--- src/logic/dci_pkg.sv ---
/*
  Shared constants and types for the display interrupt and contrast block.
  Assumes a 32-bit AXI4-Lite register bus and one system clock.
*/
package dci_pkg;

  // Register byte addresses
  localparam logic [31:0] DCI_ADDR_CONTRAST_CTRL = 32'h0050_0840;
  localparam logic [31:0] DCI_ADDR_CONTRAST_CMP = 32'h0050_0844;
  localparam logic [31:0] DCI_ADDR_IRQ_ENABLE_SET = 32'h0050_0848;
  localparam logic [31:0] DCI_ADDR_IRQ_ENABLE_CLEAR = 32'h0050_084C;
  localparam logic [31:0] DCI_ADDR_IRQ_ENABLED_VIEW = 32'h0050_0850;
  localparam logic [31:0] DCI_ADDR_IRQ_PENDING_VIEW = 32'h0050_0854;
  localparam logic [31:0] DCI_ADDR_IRQ_ACKNOWLEDGE = 32'h0050_0858;

  // Interrupt source bit positions, shared by every interrupt register
  localparam int DCI_BIT_EACH_LINE = 0;
  localparam int DCI_BIT_FINAL_LINE = 1;
  localparam int DCI_BIT_FRAME_DONE = 2;
  localparam int DCI_BIT_FIFO_STARVE = 4;
  localparam int DCI_BIT_FIFO_OVERFLOW = 5;
  localparam int DCI_BIT_FETCH_FAULT = 6;
  localparam int DCI_IRQ_W = 7;
  // Bits that hold a source; bit 3 is unused
  localparam logic [DCI_IRQ_W-1:0] DCI_IRQ_USED = 7'h77;

  // Contrast control field positions
  localparam int DCI_CTRL_PS_LSB = 0;
  localparam int DCI_CTRL_POL_BIT = 2;
  localparam int DCI_CTRL_RUN_BIT = 3;
  localparam int DCI_CMP_W = 8;

  // Values after reset
  localparam logic [DCI_IRQ_W-1:0] DCI_MASK_RST = 7'h00;
  localparam logic [DCI_IRQ_W-1:0] DCI_PEND_RST = 7'h00;
  localparam logic [DCI_CMP_W-1:0] DCI_CMP_RST = 8'h00;

  // AXI responses
  localparam logic [1:0] DCI_RESP_OKAY = 2'h0;
  localparam logic [1:0] DCI_RESP_SLVERR = 2'h2;

  // Event strobes from the display engine
  typedef struct packed {
    logic fetch_fault;
    logic fifo_overflow;
    logic fifo_starve;
    logic frame_done;
    logic final_line;
    logic each_line;
  } dci_evt_t;

  // Contrast generator settings
  typedef struct packed {
    logic pwm_run;
    logic pulse_polarity;
    logic [1:0] counter_prescale;
  } dci_pwm_cfg_t;

endpackage : dci_pkg

--- src/logic/dci_irq_contrast.sv ---
/*
  Display controller interrupt bookkeeping and contrast PWM settings,
  with an AXI4-Lite register slave.
  Writes are answered one cycle after both halves are in; reads one
  cycle after the address is taken.
  Assumes event strobes come from display logic on mclk, and one
  outstanding write and one outstanding read from the bus master.
*/
// The implementer's own choice: the AXI4-Lite register port.
`timescale 1ns/1ps
module dci_irq_contrast import dci_pkg::*; #(
  parameter int ADDR_W = 32
) (
  input wire logic mclk,
  input wire logic reset,
  input wire logic [ADDR_W-1:0] s_axi_awaddr,
  input wire logic s_axi_awvalid,
  output logic s_axi_awready,
  input wire logic [31:0] s_axi_wdata,
  input wire logic [3:0] s_axi_wstrb,
  input wire logic s_axi_wvalid,
  output logic s_axi_wready,
  output logic [1:0] s_axi_bresp,
  output logic s_axi_bvalid,
  input wire logic s_axi_bready,
  input wire logic [ADDR_W-1:0] s_axi_araddr,
  input wire logic s_axi_arvalid,
  output logic s_axi_arready,
  output logic [31:0] s_axi_rdata,
  output logic [1:0] s_axi_rresp,
  output logic s_axi_rvalid,
  input wire logic s_axi_rready,
  input wire dci_evt_t events,
  output logic irq_req,
  output logic contrast_pwm
);

  // Keep only the source bits of a bus word
  function automatic logic [DCI_IRQ_W-1:0] irq_field(input logic [31:0] word);
    irq_field = word[DCI_IRQ_W-1:0] & DCI_IRQ_USED;
  endfunction : irq_field

  // Address matches a register
  // Shared by the write and read decoders
  function automatic logic hit(input logic [ADDR_W-1:0] addr, input logic [31:0] reg_addr);
    hit = (addr == ADDR_W'(reg_addr));
  endfunction : hit

  // Write channel state
  logic awready_q; // Address slot free
  logic awready_d;
  logic wready_q; // Data slot free
  logic wready_d;
  logic aw_held_q; // Address captured
  logic aw_held_d;
  logic w_held_q; // Data captured
  logic w_held_d;
  logic [ADDR_W-1:0] waddr_q; // Captured address
  logic [ADDR_W-1:0] waddr_d;
  logic [31:0] wdata_q; // Captured data
  logic [31:0] wdata_d;
  logic [3:0] wstrb_q; // Captured byte enables
  logic [3:0] wstrb_d;
  logic bvalid_q; // Write answer
  logic bvalid_d;
  logic [1:0] bresp_q;
  logic [1:0] bresp_d;
  logic do_wr; // Both halves present, perform write
  logic wr_known; // Write address maps to a register

  // Read channel state
  logic arready_q; // Read slot free
  logic arready_d;
  logic rvalid_q; // Read answer
  logic rvalid_d;
  logic [31:0] rdata_q;
  logic [31:0] rdata_d;
  logic [1:0] rresp_q;
  logic [1:0] rresp_d;
  logic ar_take; // Read address accepted
  logic rd_known; // Read address maps to a register

  // Block state
  logic [DCI_IRQ_W-1:0] mask_q; // Enabled sources
  logic [DCI_IRQ_W-1:0] mask_d;
  logic [DCI_IRQ_W-1:0] pend_q; // Pending sources
  logic [DCI_IRQ_W-1:0] ev_vec; // Events in register layout
  logic [DCI_IRQ_W-1:0] en_set; // Enable-set write bits
  logic [DCI_IRQ_W-1:0] en_clr; // Enable-clear write bits
  logic [DCI_IRQ_W-1:0] ack; // Acknowledge write bits
  logic irq_q; // Registered request
  logic irq_d;
  // Contrast generator settings
  dci_pwm_cfg_t cfg_q; // Contrast control
  dci_pwm_cfg_t cfg_d;
  logic [DCI_CMP_W-1:0] cmp_q; // Contrast compare value
  logic [DCI_CMP_W-1:0] cmp_d;

  // Write channel: capture address and data in any order, answer after both
  always_comb begin
    aw_held_d = aw_held_q;
    w_held_d = w_held_q;
    waddr_d = waddr_q;
    wdata_d = wdata_q;
    wstrb_d = wstrb_q;
    bvalid_d = bvalid_q;
    bresp_d = bresp_q;
    wr_known = hit(waddr_q, DCI_ADDR_CONTRAST_CTRL) || hit(waddr_q, DCI_ADDR_CONTRAST_CMP) ||
               hit(waddr_q, DCI_ADDR_IRQ_ENABLE_SET) || hit(waddr_q, DCI_ADDR_IRQ_ENABLE_CLEAR) ||
               hit(waddr_q, DCI_ADDR_IRQ_ENABLED_VIEW) || hit(waddr_q, DCI_ADDR_IRQ_PENDING_VIEW) ||
               hit(waddr_q, DCI_ADDR_IRQ_ACKNOWLEDGE);
    do_wr = aw_held_q && w_held_q && !bvalid_q;
    // Address accepted
    if (s_axi_awvalid && awready_q) begin
      aw_held_d = 1'b1;
      waddr_d = s_axi_awaddr;
    end
    // Data accepted
    if (s_axi_wvalid && wready_q) begin
      w_held_d = 1'b1;
      wdata_d = s_axi_wdata;
      wstrb_d = s_axi_wstrb;
    end
    // Write done, raise answer
    if (do_wr) begin
      aw_held_d = 1'b0;
      w_held_d = 1'b0;
      bvalid_d = 1'b1;
      bresp_d = wr_known ? DCI_RESP_OKAY : DCI_RESP_SLVERR;
    end else if (bvalid_q && s_axi_bready) begin
      bvalid_d = 1'b0;
    end
    // Slots reopen only once the answer has been taken
    awready_d = !aw_held_d && !bvalid_d;
    wready_d = !w_held_d && !bvalid_d;
  end

  // Read channel: one read in flight, data one cycle after acceptance
  always_comb begin
    ar_take = s_axi_arvalid && arready_q;
    rvalid_d = rvalid_q;
    rdata_d = rdata_q;
    rresp_d = rresp_q;
    rd_known = 1'b1;
    // Decode the address once, on acceptance
    if (ar_take) begin
      rvalid_d = 1'b1;
      rdata_d = 32'h0000_0000; // Write-only and reserved bits read zero
      if (hit(s_axi_araddr, DCI_ADDR_CONTRAST_CTRL)) begin
        rdata_d[DCI_CTRL_RUN_BIT:DCI_CTRL_PS_LSB] = cfg_q;
      end else if (hit(s_axi_araddr, DCI_ADDR_CONTRAST_CMP)) begin
        rdata_d[DCI_CMP_W-1:0] = cmp_q;
      end else if (hit(s_axi_araddr, DCI_ADDR_IRQ_ENABLED_VIEW)) begin
        rdata_d[DCI_IRQ_W-1:0] = mask_q;
      end else if (hit(s_axi_araddr, DCI_ADDR_IRQ_PENDING_VIEW)) begin
        rdata_d[DCI_IRQ_W-1:0] = pend_q;
      end else if (hit(s_axi_araddr, DCI_ADDR_IRQ_ENABLE_SET) || hit(s_axi_araddr, DCI_ADDR_IRQ_ENABLE_CLEAR) ||
                   hit(s_axi_araddr, DCI_ADDR_IRQ_ACKNOWLEDGE)) begin
        rdata_d = 32'h0000_0000; // Write-only registers
      end else begin
        rd_known = 1'b0;
      end
      rresp_d = rd_known ? DCI_RESP_OKAY : DCI_RESP_SLVERR;
    end else if (rvalid_q && s_axi_rready) begin
      rvalid_d = 1'b0;
    end
    // Next read waits until this answer is taken
    arready_d = !rvalid_d;
  end

  // Register effects of a write, event mapping and request
  always_comb begin
    en_set = '0;
    en_clr = '0;
    ack = '0;
    cfg_d = cfg_q;
    cmp_d = cmp_q;
    // Only byte lane 0 carries defined bits
    if (do_wr && wstrb_q[0]) begin
      if (hit(waddr_q, DCI_ADDR_IRQ_ENABLE_SET)) begin
        en_set = irq_field(wdata_q);
      end
      if (hit(waddr_q, DCI_ADDR_IRQ_ENABLE_CLEAR)) begin
        en_clr = irq_field(wdata_q);
      end
      if (hit(waddr_q, DCI_ADDR_IRQ_ACKNOWLEDGE)) begin
        ack = irq_field(wdata_q);
      end
      if (hit(waddr_q, DCI_ADDR_CONTRAST_CTRL)) begin
        cfg_d = wdata_q[DCI_CTRL_RUN_BIT:DCI_CTRL_PS_LSB];
      end
      if (hit(waddr_q, DCI_ADDR_CONTRAST_CMP)) begin
        cmp_d = wdata_q[DCI_CMP_W-1:0];
      end
    end
    // Zeros leave the mask alone; disable wins if both hit one bit
    mask_d = (mask_q | en_set) & ~en_clr;
    // Events placed in the shared register layout
    ev_vec = '0;
    ev_vec[DCI_BIT_EACH_LINE] = events.each_line;
    ev_vec[DCI_BIT_FINAL_LINE] = events.final_line;
    ev_vec[DCI_BIT_FRAME_DONE] = events.frame_done;
    ev_vec[DCI_BIT_FIFO_STARVE] = events.fifo_starve;
    ev_vec[DCI_BIT_FIFO_OVERFLOW] = events.fifo_overflow;
    ev_vec[DCI_BIT_FETCH_FAULT] = events.fetch_fault;
    // Request from the registered flags, one edge behind them
    irq_d = |(pend_q & mask_q);
  end

  // Sticky pending flags
  dci_event_latch #(
    .WIDTH(DCI_IRQ_W)
  ) u_pending (
    .mclk(mclk),
    .reset(reset),
    .set_i(ev_vec),
    .clr_i(ack),
    .pend_q(pend_q)
  );

  // Contrast generator
  dci_pwm #(
    .CMP_W(DCI_CMP_W)
  ) u_pwm (
    .mclk(mclk),
    .reset(reset),
    .cfg_i(cfg_q),
    .cmp_i(cmp_q),
    .pwm_q(contrast_pwm)
  );

  // Bus registers and the mask, request and contrast settings
  always_ff @(posedge mclk or posedge reset) begin
    if (reset) begin
      // Bus handshakes closed in reset
      awready_q <= 1'b0;
      wready_q <= 1'b0;
      aw_held_q <= 1'b0;
      w_held_q <= 1'b0;
      waddr_q <= '0;
      wdata_q <= 32'h0000_0000;
      wstrb_q <= 4'h0;
      bvalid_q <= 1'b0;
      bresp_q <= DCI_RESP_OKAY;
      arready_q <= 1'b0;
      rvalid_q <= 1'b0;
      rdata_q <= 32'h0000_0000;
      rresp_q <= DCI_RESP_OKAY;
      // Block state to its reset values
      mask_q <= DCI_MASK_RST;
      irq_q <= 1'b0;
      cfg_q <= '0;
      cmp_q <= DCI_CMP_RST;
    end else begin
      // Bus handshake state
      awready_q <= awready_d;
      wready_q <= wready_d;
      aw_held_q <= aw_held_d;
      w_held_q <= w_held_d;
      waddr_q <= waddr_d;
      wdata_q <= wdata_d;
      wstrb_q <= wstrb_d;
      bvalid_q <= bvalid_d;
      bresp_q <= bresp_d;
      arready_q <= arready_d;
      rvalid_q <= rvalid_d;
      rdata_q <= rdata_d;
      rresp_q <= rresp_d;
      // Block state
      mask_q <= mask_d;
      irq_q <= irq_d;
      cfg_q <= cfg_d;
      cmp_q <= cmp_d;
    end
  end

  // Outputs straight from flops
  assign s_axi_awready = awready_q;
  assign s_axi_wready = wready_q;
  assign s_axi_bvalid = bvalid_q;
  assign s_axi_bresp = bresp_q;
  assign s_axi_arready = arready_q;
  assign s_axi_rvalid = rvalid_q;
  assign s_axi_rdata = rdata_q;
  assign s_axi_rresp = rresp_q;
  assign irq_req = irq_q;

endmodule : dci_irq_contrast

--- src/logic/dci_event_latch.sv ---
/*
  Sticky pending flags: one bit per source, set by a hardware event,
  cleared by software. Assumes set and clear come from the same clock.
*/
`timescale 1ns/1ps
module dci_event_latch import dci_pkg::*; #(
  parameter int WIDTH = DCI_IRQ_W
) (
  mclk,
  reset,
  set_i,
  clr_i,
  pend_q
);
  input wire logic mclk; // System clock
  input wire logic reset; // Async, active high
  input wire logic [WIDTH-1:0] set_i; // Event, held high sets the flag
  input wire logic [WIDTH-1:0] clr_i; // Software clear, one cycle
  output logic [WIDTH-1:0] pend_q; // Pending flags

  logic [WIDTH-1:0] pend_d; // Next pending value

  // Set beats clear so no event is lost; flags hold until cleared
  always_comb begin
    pend_d = set_i | (pend_q & ~clr_i);
  end

  // Flag storage
  always_ff @(posedge mclk or posedge reset) begin
    if (reset) begin
      pend_q <= DCI_PEND_RST[WIDTH-1:0];
    end else begin
      pend_q <= pend_d;
    end
  end

endmodule : dci_event_latch

--- src/logic/dci_pwm.sv ---
/*
  Contrast PWM: prescaler, free 8-bit counter and compare output.
  Assumes settings come from registers on the same clock.
*/
`timescale 1ns/1ps
module dci_pwm import dci_pkg::*; #(
  parameter int CMP_W = DCI_CMP_W
) (
  mclk,
  reset,
  cfg_i,
  cmp_i,
  pwm_q
);
  input wire logic mclk; // System clock
  input wire logic reset; // Async, active high
  input wire dci_pwm_cfg_t cfg_i; // Run, polarity, prescale
  input wire logic [CMP_W-1:0] cmp_i; // Compare value
  output logic pwm_q; // Contrast output

  logic [2:0] pre_q; // Prescaler count
  logic [2:0] pre_d;
  logic [CMP_W-1:0] cnt_q; // PWM counter
  logic [CMP_W-1:0] cnt_d;
  logic pwm_d;
  logic [2:0] pre_mask; // Prescaler bits that must be all ones
  logic tick; // Counter advance strobe
  logic below; // Counter under compare

  // Counter, prescaler and output next values
  always_comb begin
    unique case (cfg_i.counter_prescale)
      2'h0: pre_mask = 3'h0; // Clock / 1
      2'h1: pre_mask = 3'h1; // Clock / 2
      2'h2: pre_mask = 3'h3; // Clock / 4
      2'h3: pre_mask = 3'h7; // Clock / 8
    endcase
    tick = cfg_i.pwm_run && ((pre_q & pre_mask) == pre_mask);
    pre_d = cfg_i.pwm_run ? 3'(pre_q + 3'h1) : pre_q; // Stopped when off
    cnt_d = tick ? CMP_W'(cnt_q + 1'b1) : cnt_q;
    below = (cnt_q < cmp_i);
    pwm_d = cfg_i.pulse_polarity ? below : ~below;
  end

  // Registers
  always_ff @(posedge mclk or posedge reset) begin
    if (reset) begin
      pre_q <= 3'h0;
      cnt_q <= '0;
      pwm_q <= 1'b0;
    end else begin
      pre_q <= pre_d;
      cnt_q <= cnt_d;
      pwm_q <= pwm_d;
    end
  end

endmodule : dci_pwm

--- config.mk ---
export PLATFORM = sky130hd
export DESIGN_NAME = dci_irq_contrast
export DESIGN_NICKNAME = d
export VERILOG_FILES = /design/src/logic/dci_pkg.sv /design/src/logic/dci_irq_contrast.sv /design/src/logic/dci_event_latch.sv /design/src/logic/dci_pwm.sv
export SDC_FILE = /design/constraint.sdc
export NUM_CORES = 1
export LEC_CHECK = 0
export BUFFER_PORTS_ARGS = -buffer_cell sky130_fd_sc_hd__buf_2
export CAP_MARGIN = 20
export CORE_ASPECT_RATIO = 2
export CORE_MARGIN = 2
export CORE_UTILIZATION = 30
export CTS_BUF_LIST = sky130_fd_sc_hd__clkbuf_16
export CTS_CLUSTER_DIAMETER = 150
export DETAILED_ROUTE_END_ITERATION = 8
export PLACE_DENSITY = 0.6
export SLEW_MARGIN = 20
export SYNTH_ARGS = -nofsm -noshare
export SYNTH_HDL_FRONTEND = slang
export SYNTH_SLANG_ARGS = --single-unit
--- constraint.sdc ---
create_clock -name mclk -period 3.3 [get_ports mclk]
set_clock_uncertainty 0.2 [all_clocks]
set_input_delay 0.66 -clock mclk [delete_from_list [all_inputs] [get_ports mclk]]
set_output_delay 0.66 -clock mclk [all_outputs]
set_load 0.1 [all_outputs]
---- After elaboration in Yosys (flattened, before gate mapping) ----
Cells that the tools add are included.
storage, ports and cells
  bits in registers ....................... 123
  bits of input ports ..................... 113
  output and inout port bits .............. 43
  logic and storage cells ................. 110
cells by class
  $add $sub $neg .......................... 2
  order comparisons ....................... 1
  equal/unequal tests ..................... 18
  mux-type cells .......................... 29
  bitwise gates (word level) .............. 9
  reductions and logical operators ........ 28
operator list
  cell                                                    count
  equality test 32 x 23 -> 1 bit (second input constant)  14
  2-to-1 mux 7 bit                                        8
  bitwise AND 7 bit                                       3
  2-to-1 mux 1 bit                                        15
  NOT 7 bit                                               2
  bitwise OR 7 bit                                        2
  case mux 3 bit (4 select lines)                         1
  logical AND 1 bit                                       11
  adder 8 x 1 -> 8 bit (second input constant)            1
  logical OR 1 bit                                        8
  less-than comparator 8 bit                              1
  2-to-1 mux 4 bit                                        2
  2-to-1 mux 8 bit                                        1
  OR reduction 7 bit                                      1
  logical NOT 1 bit                                       5
  equality test 2 bit (second input constant)             2
  2-to-1 mux 2 bit                                        2
  AND reduction 2 bit                                     2
  adder 3 x 1 -> 3 bit (second input constant)            1
  bitwise AND 3 bit                                       1
  equality test 3 bit                                     1
  equality test 2 x 1 -> 1 bit (second input constant)    1
  logical NOT 2 bit                                       1
  NOT 1 bit                                               1

---- Logic depth before layout (Yosys ltp) ----
Gate-level depths: netlist of the first run.
  depth in word-level cells ............... 10
  gate-level depth with buffers ........... 7
  mapped depth without buffers ............ 7

---- Hierarchy ----
From an unflattened synthesis of the first run, not the netlist that was laid out.
second synthesis, totals
  cell total of the unflattened synthesis .. 378
  area total of the unflattened synthesis .. 4755.8 sq um
modules (own cells, without submodules)
  module            times used  cells an instance  area an instance (sq um)  sequential area each (sq um)
  dci_irq_contrast  1           286                3709.8                    1926.8
  dci_pwm           1           70                 788.3                     300.3
  dci_event_latch   1           22                 257.7                     175.2

---- Worst setup path before layout of the first run ----
OpenSTA, ideal clock, no wires.
  kind .................................... reg-to-reg
  from .................................... register bvalid_q, in the netlist s_axi_bvalid
  to ...................................... register cmp_q[0]
  library setup time ...................... 0.125 ns
  arrival time ............................ 1.977 ns
  data required time ...................... 2.975 ns
  path slack .............................. 0.998 ns
  cell stages (with the launch flop) ...... 6
  buffers on the path ..................... 1
  period minus slack after synthesis ...... 2.302 ns
  cell sequence ........................... dfrtp_1 > nor2_1 > and2_1 > and3_1 > buf_6 > mux2_4
between the ends
  cells in the longest elaborated chain, start to end .. 4
RTL lines
  element                               RTL line                 text
  start: declaration                    dci_irq_contrast.sv:64   logic bvalid_q;
  start signal: assignment              dci_irq_contrast.sv:263  bvalid_q <= bvalid_d;
  logical NOT 1 bit                     dci_irq_contrast.sv:112  do_wr = aw_held_q && w_held_q && !bvalid_q;
  logical AND 1 bit                     dci_irq_contrast.sv:112
  logical AND 1 bit                     dci_irq_contrast.sv:179  if (do_wr && wstrb_q[0]) begin
  AND reduction 2 bit (no source line)  n/a
  end signal: assignment                dci_irq_contrast.sv:273  cmp_q <= cmp_d;
  end: declaration                      dci_irq_contrast.sv:96   logic [DCI_CMP_W-1:0] cmp_q;
No other way between the ends.
A chain may end at the register's enable or synchronous reset.

---- Final worst setup path of the first run ----
  from .................................... register waddr_q[16]
  to ...................................... register cmp_q[1]
between the ends
  cells in the longest elaborated chain, start to end .. 2
RTL lines
  element                               RTL line                 text
  start: declaration                    dci_irq_contrast.sv:58   logic [ADDR_W-1:0] waddr_q;
  start signal: assignment              dci_irq_contrast.sv:260  waddr_q <= waddr_d;
  equality test 32 x 23 -> 1 bit        dci_irq_contrast.sv:46   hit = (addr == ADDR_W'(reg_addr));
  AND reduction 2 bit (no source line)  n/a
No other way between the ends.

==> results of run 1 <==
through the flow:
| step | cell area (sq um) | hold slack, ns | total power (uW) | utilization [%] |
|---|---|---|---|---|
| floorplan | 4610 | 0.227 | 2370 | - |
| detailed placement | 5150 | 0.254 | 2610 | 35.0 |
| finish | 5470 | 0.248 | 3660 | 37.1 |
| CTS | 5470 | 0.266 | 3740 | 37.1 |
| global placement | 5150 | 0.246 | 2550 | 35.0 |
| global route | 5470 | 0.286 | 3870 | 37.1 |
cell usage after synthesis (5+ instances only):
library cell  count  area share [%]
dfrtp_1          95              53
mux2_1           47              12
o21ai_1           8            0.89
ha_1              9             2.5
nand4_1          19             2.6
xnor2_1           8             1.6
nand2_1          25             2.1
inv_1            20             1.7
nor3_1            7            0.78
buf_4            27             4.5
nor2_1            8            0.67
mux2i_1          10             2.2
mux2_4            8             2.7
a21o_1            6             1.0
clkbuf_1          6            0.50
a21oi_1           5            0.55
nor4_1            5            0.69
cell families after synthesis:
logic type	count (synthesis)	synth area share (%)
DFF	95	52.7
and+or+nand+nor	91	12.1
muxes	65	16.6
buffers and inverters	61	7.54
AOI/OAI and AO/OA	43	6.55
xor gates and xnor gates	10	1.94
adders and majority gates	9	2.50
other	1	0.0831
critical path, cell delays in order, from the launching register on:
cell and delay [ns]:
dfrtp_1 0.38, nor4b_1 0.38, nand4_1 0.21, nor2_2 0.14, and3_1 0.54, mux2_4 0.35
power by group:
group / total [uW] / internal [uW] / switching [uW]
clock network: 1110 / 665 / 441
logic: 871 / 309 / 562
registers: 1680 / 1460 / 225
total: 3660 / 2430 / 1230
final cells by class:
cell class / count / area (sq um) / area share, %
clock inverter: 7 / 93.8 / 1.71
sequential: 95 / 2380 / 43.4
inverter: 22 / 86.3 / 1.58
tap: 195 / 244 / 4.46
clock buffer: 9 / 225 / 4.11
timing repair buffer: 107 / 561 / 10.2
multi-input combinational: 244 / 1890 / 34.5
routing by layer:
layer / GRT usage, % / vias to the layer above / share of wire [%]
met5: 0 / - / 0.16
met4: 5.38 / 2 / 1.7
li1: - / 1491 / -
met2: 26.7 / 116 / 59
met3: 3.44 / 9 / 6.0
met1: 12.7 / 1530 / 34
final timing paths:
check | start | endpoint | slack (ns) | cells past startpoint
max in group asynchronous | reset | wstrb_q[0] | 2.25 | 3
hold / removal | reset | waddr_q[6] | 0.25 | 3
setup / recovery | waddr_q[16] | cmp_q[1] | 0.99 | 5
hold reg to reg | w_held_q | s_axi_wready | 0.26 | 1
min in group mclk | w_held_q | s_axi_wready | 0.26 | 1
setup reg to reg | waddr_q[16] | cmp_q[1] | 0.99 | 5
cell usage in the layout, fill, tap and decap left out, drive strengths merged, types with 5 or more instances in the layout:
cell type  netlist  routed
nor4             5       5
clkbuf           6       9
conb             1      26
mux2i           10      10
nor4b            7       7
xnor2            8       8
mux2            55      55
buf             33     107
o21ai           12      12
inv             21      22
dfrtp           95      95
nor3             9       9
a21o             6       6
ha               9       9
nor2             9       9
a21oi            5       5
nand2           25      25
nand4           19      19
flip-flops by register name (all words and copies together) (netlist names), 3 cells and up:
signal,cells
waddr_q,32
cmp_q,8
s_axi_rdata,8
u_pwm.cnt_q,8
wdata_q,8
mask_q,6
u_pending.pend_q,6
cfg_q,4
u_pwm.pre_q,3
==> flow_metrics.tcl, run 1 <==
set metrics [dict create \
    clk_path_buf_depth 2 \
    drt-total-wl_um 10200 \
    dp_slack_ns 0.785 \
    insertedDiodeCount 0 \
    worst_pin_slew_ns 0.817 \
    port_buffers 102 \
    fillerInstances 1459 \
    io_pins 156 \
    critPathLaunchType "flop" \
    path_clk_slew_ns 0.06 \
    synth-edff-count 0 \
    detailed_place_hpwl_um 7990 \
    powerDensity_nw_per_um2 669 \
    vias_per_cell 4.64 \
    drt-initial-drc-count 129 \
    synth_area_sq_um 4510 \
    drcViolationCount 0 \
    grt_pass1_vias 3330 \
    max_cap_viol_count 0 \
    first_pass_iters 4 \
    status "finished, final reports clean" \
    synthArstFlopShare_pct 100 \
    hold_violations 0 \
    dp.cells 663 \
    period_share_pct 70.1 \
    hp-class "primary input to asynchronous set/reset pin" \
    ant_nets 0 \
    clock-sinks 95 \
    die_w_um 90.7 \
    setup-violations-final 0 \
    grt_max_degree 96 \
    htreeDepth 3 \
    antenna_found_initial 1 \
    max_freq_ghz 0.433 \
    syn_to_final_growth_pct 21.4 \
    final_cell_count_no_fill 679 \
    clock_latency_ns 0.34 \
    fin_crit_ns 2.31 \
    num_rows 63 \
    cts_tree "done" \
    gr-total-overflow 0 \
    yosysWarnings 0 \
    cts_setup_buffers 0 \
    synth_cell_type_count 52 \
    synthCells 375 \
    cts_buffers 9 \
    avgRoutedWirePerCell_um 15.0 \
    ys_ff_latch 95 \
    grt_pass1_wl_um 16700 \
    ir_drop_v 0.000312 \
    num_vias 3148 \
    nets 601 \
    path_max_fanout 8 \
    drive_above_1_share_pct 29.1 \
    ys.flop_type "dfrtp_1" \
    yosysSeqAreaShare_pct 52.7 \
    start_util_pct 30.6 \
    slew_headroom_pct 45.5 \
    cts_root_buf "clkbuf_16" \
    track_usage_pct 13.4 \
    criticalPathCategory "flop to flop" \
    cts_resized 0 \
    fin_tns_setup_ns 0 \
    design.core.area_sq_um 14700 \
    worstPathRequired_ns 3.32 \
    critPathArrivalTime_ns 2.33 \
    final_max_slew_viol_count 0 \
    p_leak_uw 0.00259 \
    gp_congestion 0.768 \
    rsz0062_at_grt "no" \
    avgSynthCellArea_sq_um 12.0 \
    holdBufCountCts 0 \
    end_kind "flop" \
    die_area_sq_um 16100 \
    setup_slack_ns 0.988 \
    chipHeight_um 177 \
]
No activity file was read; power rests on OpenSTA's default activity.
==> run 2, diff against run 1 <==
--- a/config.mk
+++ b/config.mk
@@ -5,6 +5,7 @@
 export SDC_FILE = /design/constraint.sdc
 export NUM_CORES = 1
 export LEC_CHECK = 0
+export ABC_AREA = 1
 export BUFFER_PORTS_ARGS = -buffer_cell sky130_fd_sc_hd__buf_2
 export CAP_MARGIN = 20
 export CORE_ASPECT_RATIO = 2
@@ -13,7 +14,7 @@
 export CTS_BUF_LIST = sky130_fd_sc_hd__clkbuf_16
 export CTS_CLUSTER_DIAMETER = 150
 export DETAILED_ROUTE_END_ITERATION = 8
-export PLACE_DENSITY = 0.6
+export PLACE_DENSITY = 0.58
 export SLEW_MARGIN = 20
 export SYNTH_ARGS = -nofsm -noshare
 export SYNTH_HDL_FRONTEND = slang
==> constraint.sdc (replaced) <==
create_clock -name mclk -period 2.35 [get_ports mclk]
set_clock_uncertainty 0.2 [all_clocks]
set_input_delay 0.47 -clock mclk [delete_from_list [all_inputs] [get_ports mclk]]
set_output_delay 0.47 -clock mclk [all_outputs]
set_load 0.1 [all_outputs]
==> flow_metrics.tcl, run 2 <==
set metrics [dict create \
    crit_chain "inv_2 -> nand2_1 -> nor3_1 -> nand3_1 -> nor2_1 -> nand3_2 -> o21ai_1 -> nand2_1" \
    first_pass_iters 4 \
    status "finished, final reports clean" \
    ys_ff_latch 95 \
    htreeDepth 3 \
    r2r-end "u_pending.pend_q[6]" \
    max_cap_viol_count 0 \
    synth_area_sq_um 4980 \
    p_leak_uw 0.00302 \
    top_register "waddr_q" \
    drt-initial-drc-count 145 \
    slew_headroom_pct 65.9 \
    criticalPathCategory "flop to flop" \
    layout.area.seq_sq_um 2380 \
    syn_to_final_growth_pct 20.2 \
    grt_pass1_wl_um 18800 \
    cts_buffers 9 \
    vias_per_cell 4.40 \
    drive_above_1_share_pct 23.8 \
    cts_resized 0 \
    min_to "u_pending.pend_q[0]" \
    gp_congestion 0.827 \
    antenna_found_initial 0 \
    worstPathRequired_ns 2.38 \
    whs_ns 0.112 \
    final_max_slew_viol_count 0 \
    clk_path_buf_depth 2 \
    nets 844 \
    critPathLaunchType "flop" \
    min_path_cells 3 \
    max_freq_ghz 0.547 \
    cts_tree "done" \
    hold_violations 0 \
    synth-edff-count 0 \
    drt-total-wl_um 11800 \
    dp_slack_ns 0.376 \
    ys.flop_type "dfrtp_1" \
    num_rows 66 \
    hp-class "primary input to flop" \
    avgSynthCellArea_sq_um 8.09 \
    die_w_um 95.1 \
    insertedDiodeCount 0 \
    setup_slack_ns 0.521 \
    synthDominantCellAreaShare_pct 47.8 \
    layout_common_cells "nand2_1 (166), buf_2 (102), dfrtp_1 (95), inv_1 (77), nor2_1 (39)" \
    clock-sinks 95 \
    yosysTopAreaCell "dfrtp_1" \
    fin_crit_ns 1.83 \
    clock_latency_ns 0.34 \
    synthCells 615 \
    setup-violations-final 0 \
    num_vias 4097 \
    io_pins 156 \
    cts_root_buf "clkbuf_16" \
    path_clk_slew_ns 0.07 \
    synth_cell_type_count 39 \
    rrSetupSlack_ns 0.52 \
    avgRoutedWirePerCell_um 12.7 \
    largest_reg_flops 32 \
    gr-total-overflow 0 \
    drcViolationCount 0 \
    detailed_place_hpwl_um 9290 \
    crit-reg2reg-launch "waddr_q[28]" \
    design.core.area_sq_um 16300 \
    ir_drop_v 0.000601 \
    powerDensity_nw_per_um2 910 \
    synthTopCellsByArea "dfrtp_1 (48%), nand2_1 (13%), inv_1 (5.8%)" \
    grt_max_degree 47 \
    cp_slowest_cell "dfrtp_1" \
    design_power_total_uw 5450 \
    end_kind "flop" \
    critPathArrivalTime_ns 1.86 \
    r2r_cells 8 \
    yosysWarnings 0 \
    slowest_delay_ns 0.37 \
    synthArstFlopShare_pct 100 \
    path_max_fanout 7 \
    crit_path_frequent_cell "nand2_1" \
    worst_pin_slew_ns 0.511 \
    yosysSeqAreaShare_pct 47.8 \
    track_usage_pct 14.0 \
    grt_pass1_vias 3965 \
    ant_nets 0 \
    start_util_pct 30.6 \
    final_common_cell "nand2_1" \
    multi_input_area_sq_um 2080 \
    min_from "events[0]" \
    yosysMostFrequentCell "nand2_1" \
    port_buffers 102 \
    rsz0062_at_grt "no" \
    period_share_pct 77.8 \
    fin_tns_setup_ns 0 \
    fillerInstances 1729 \
    ys_top_cells_by_count "nand2_1 (166), dfrtp_1 (95), inv_1 (77)" \
    die_area_sq_um 17700 \
    chipHeight_um 186 \
]
[run 2: cell types whose count changed in the layout (fill, tap and decap cells not counted), moves of 15 or more]
| cell | before | now |
|---|---|---|
| nand2_1 | 25 | 166 |
| o21ai_0 | 4 | 38 |
| nor2_1 | 8 | 39 |
| inv_1 | 19 | 77 |
| nand3_1 | 2 | 38 |
| mux2_1 | 47 | 0 |
| inv_2 | 1 | 16 |
[run 2: per-stage QoR]
stage | util [%] | cells | area [sq um]
6_report | 36.8 | 931 | 5980
5_1_grt | 36.8 | 931 | 5980
4_1_cts | 36.8 | 931 | 5980
3_5_place_dp | 34.8 | 914 | 5660
3_3_place_gp | 34.8 | 914 | 5660
2_1_floorplan | - | 640 | 5070
[run 2: worst max-delay path, delay by kind of cell (launching register included)]
family | cells | cell delay, ns
simple gates | 6 | 0.86
flops | 1 | 0.37
buf+inv | 1 | 0.07
compound gates | 1 | 0.21
[run 2: how the worst max path moves through the flow]
| stage | from | to | slack (ns) | depth (start not counted) |
|---|---|---|---|---|
| after floorplan | s_axi_awready | waddr_q[0] | 0.20 | 5 |
| after global placement | s_axi_araddr[21] | s_axi_rdata[4] | 0.37 | 11 |
| after detailed placement | s_axi_araddr[21] | s_axi_rdata[4] | 0.38 | 11 |
| after CTS | waddr_q[14] | u_pending.pend_q[0] | 0.47 | 8 |
| after global routing | waddr_q[14] | u_pending.pend_q[4] | 0.35 | 8 |
| final | waddr_q[28] | u_pending.pend_q[6] | 0.52 | 8 |
[run 2: per-layer routing]
layer	share of wire [%]	vias to the layer above	GRT usage, %
li1	-	2096	-
met1	35	1877	13.3
met2	57	105	28.1
met3	4.6	19	2.42
met4	2.7	0	6.38
met5	0	-	0
[run 2: power breakdown]
group | internal (uW) | switching [uW]
Combinational | 400 | 1230
Clock | 925 | 619
Sequential | 2040 | 236
Total | 3360 | 2080
[run 2: cell families (layout without fill, tap and decap cells)]
kind of cell    count (synthesis)  in the layout  synth area share [%]
compound gates                 76             76                  8.52
xor+xnor                        9              9                  1.58
fa+ha+maj                       9              9                  2.26
buf+inv                       132            219                  12.4
flops                          95             95                  47.8
mux                             1              1                 0.226
other cells                     1             26                0.0753
simple gates                  292            292                  27.1
[run 2: timing repair]
item,in CTS,in global routing
buffers inserted,0,0
hold endpoints to repair,19,0
hold buffers,1,0
[run 2: final cells by class]
type	count	area share, %
multi-input cells	413	34.7
inverters	94	5.96
clock buffers	9	3.76
well taps	204	4.27
repair buffers	109	10.1
clock inverters	7	1.49
flip-flops and latches	95	39.7
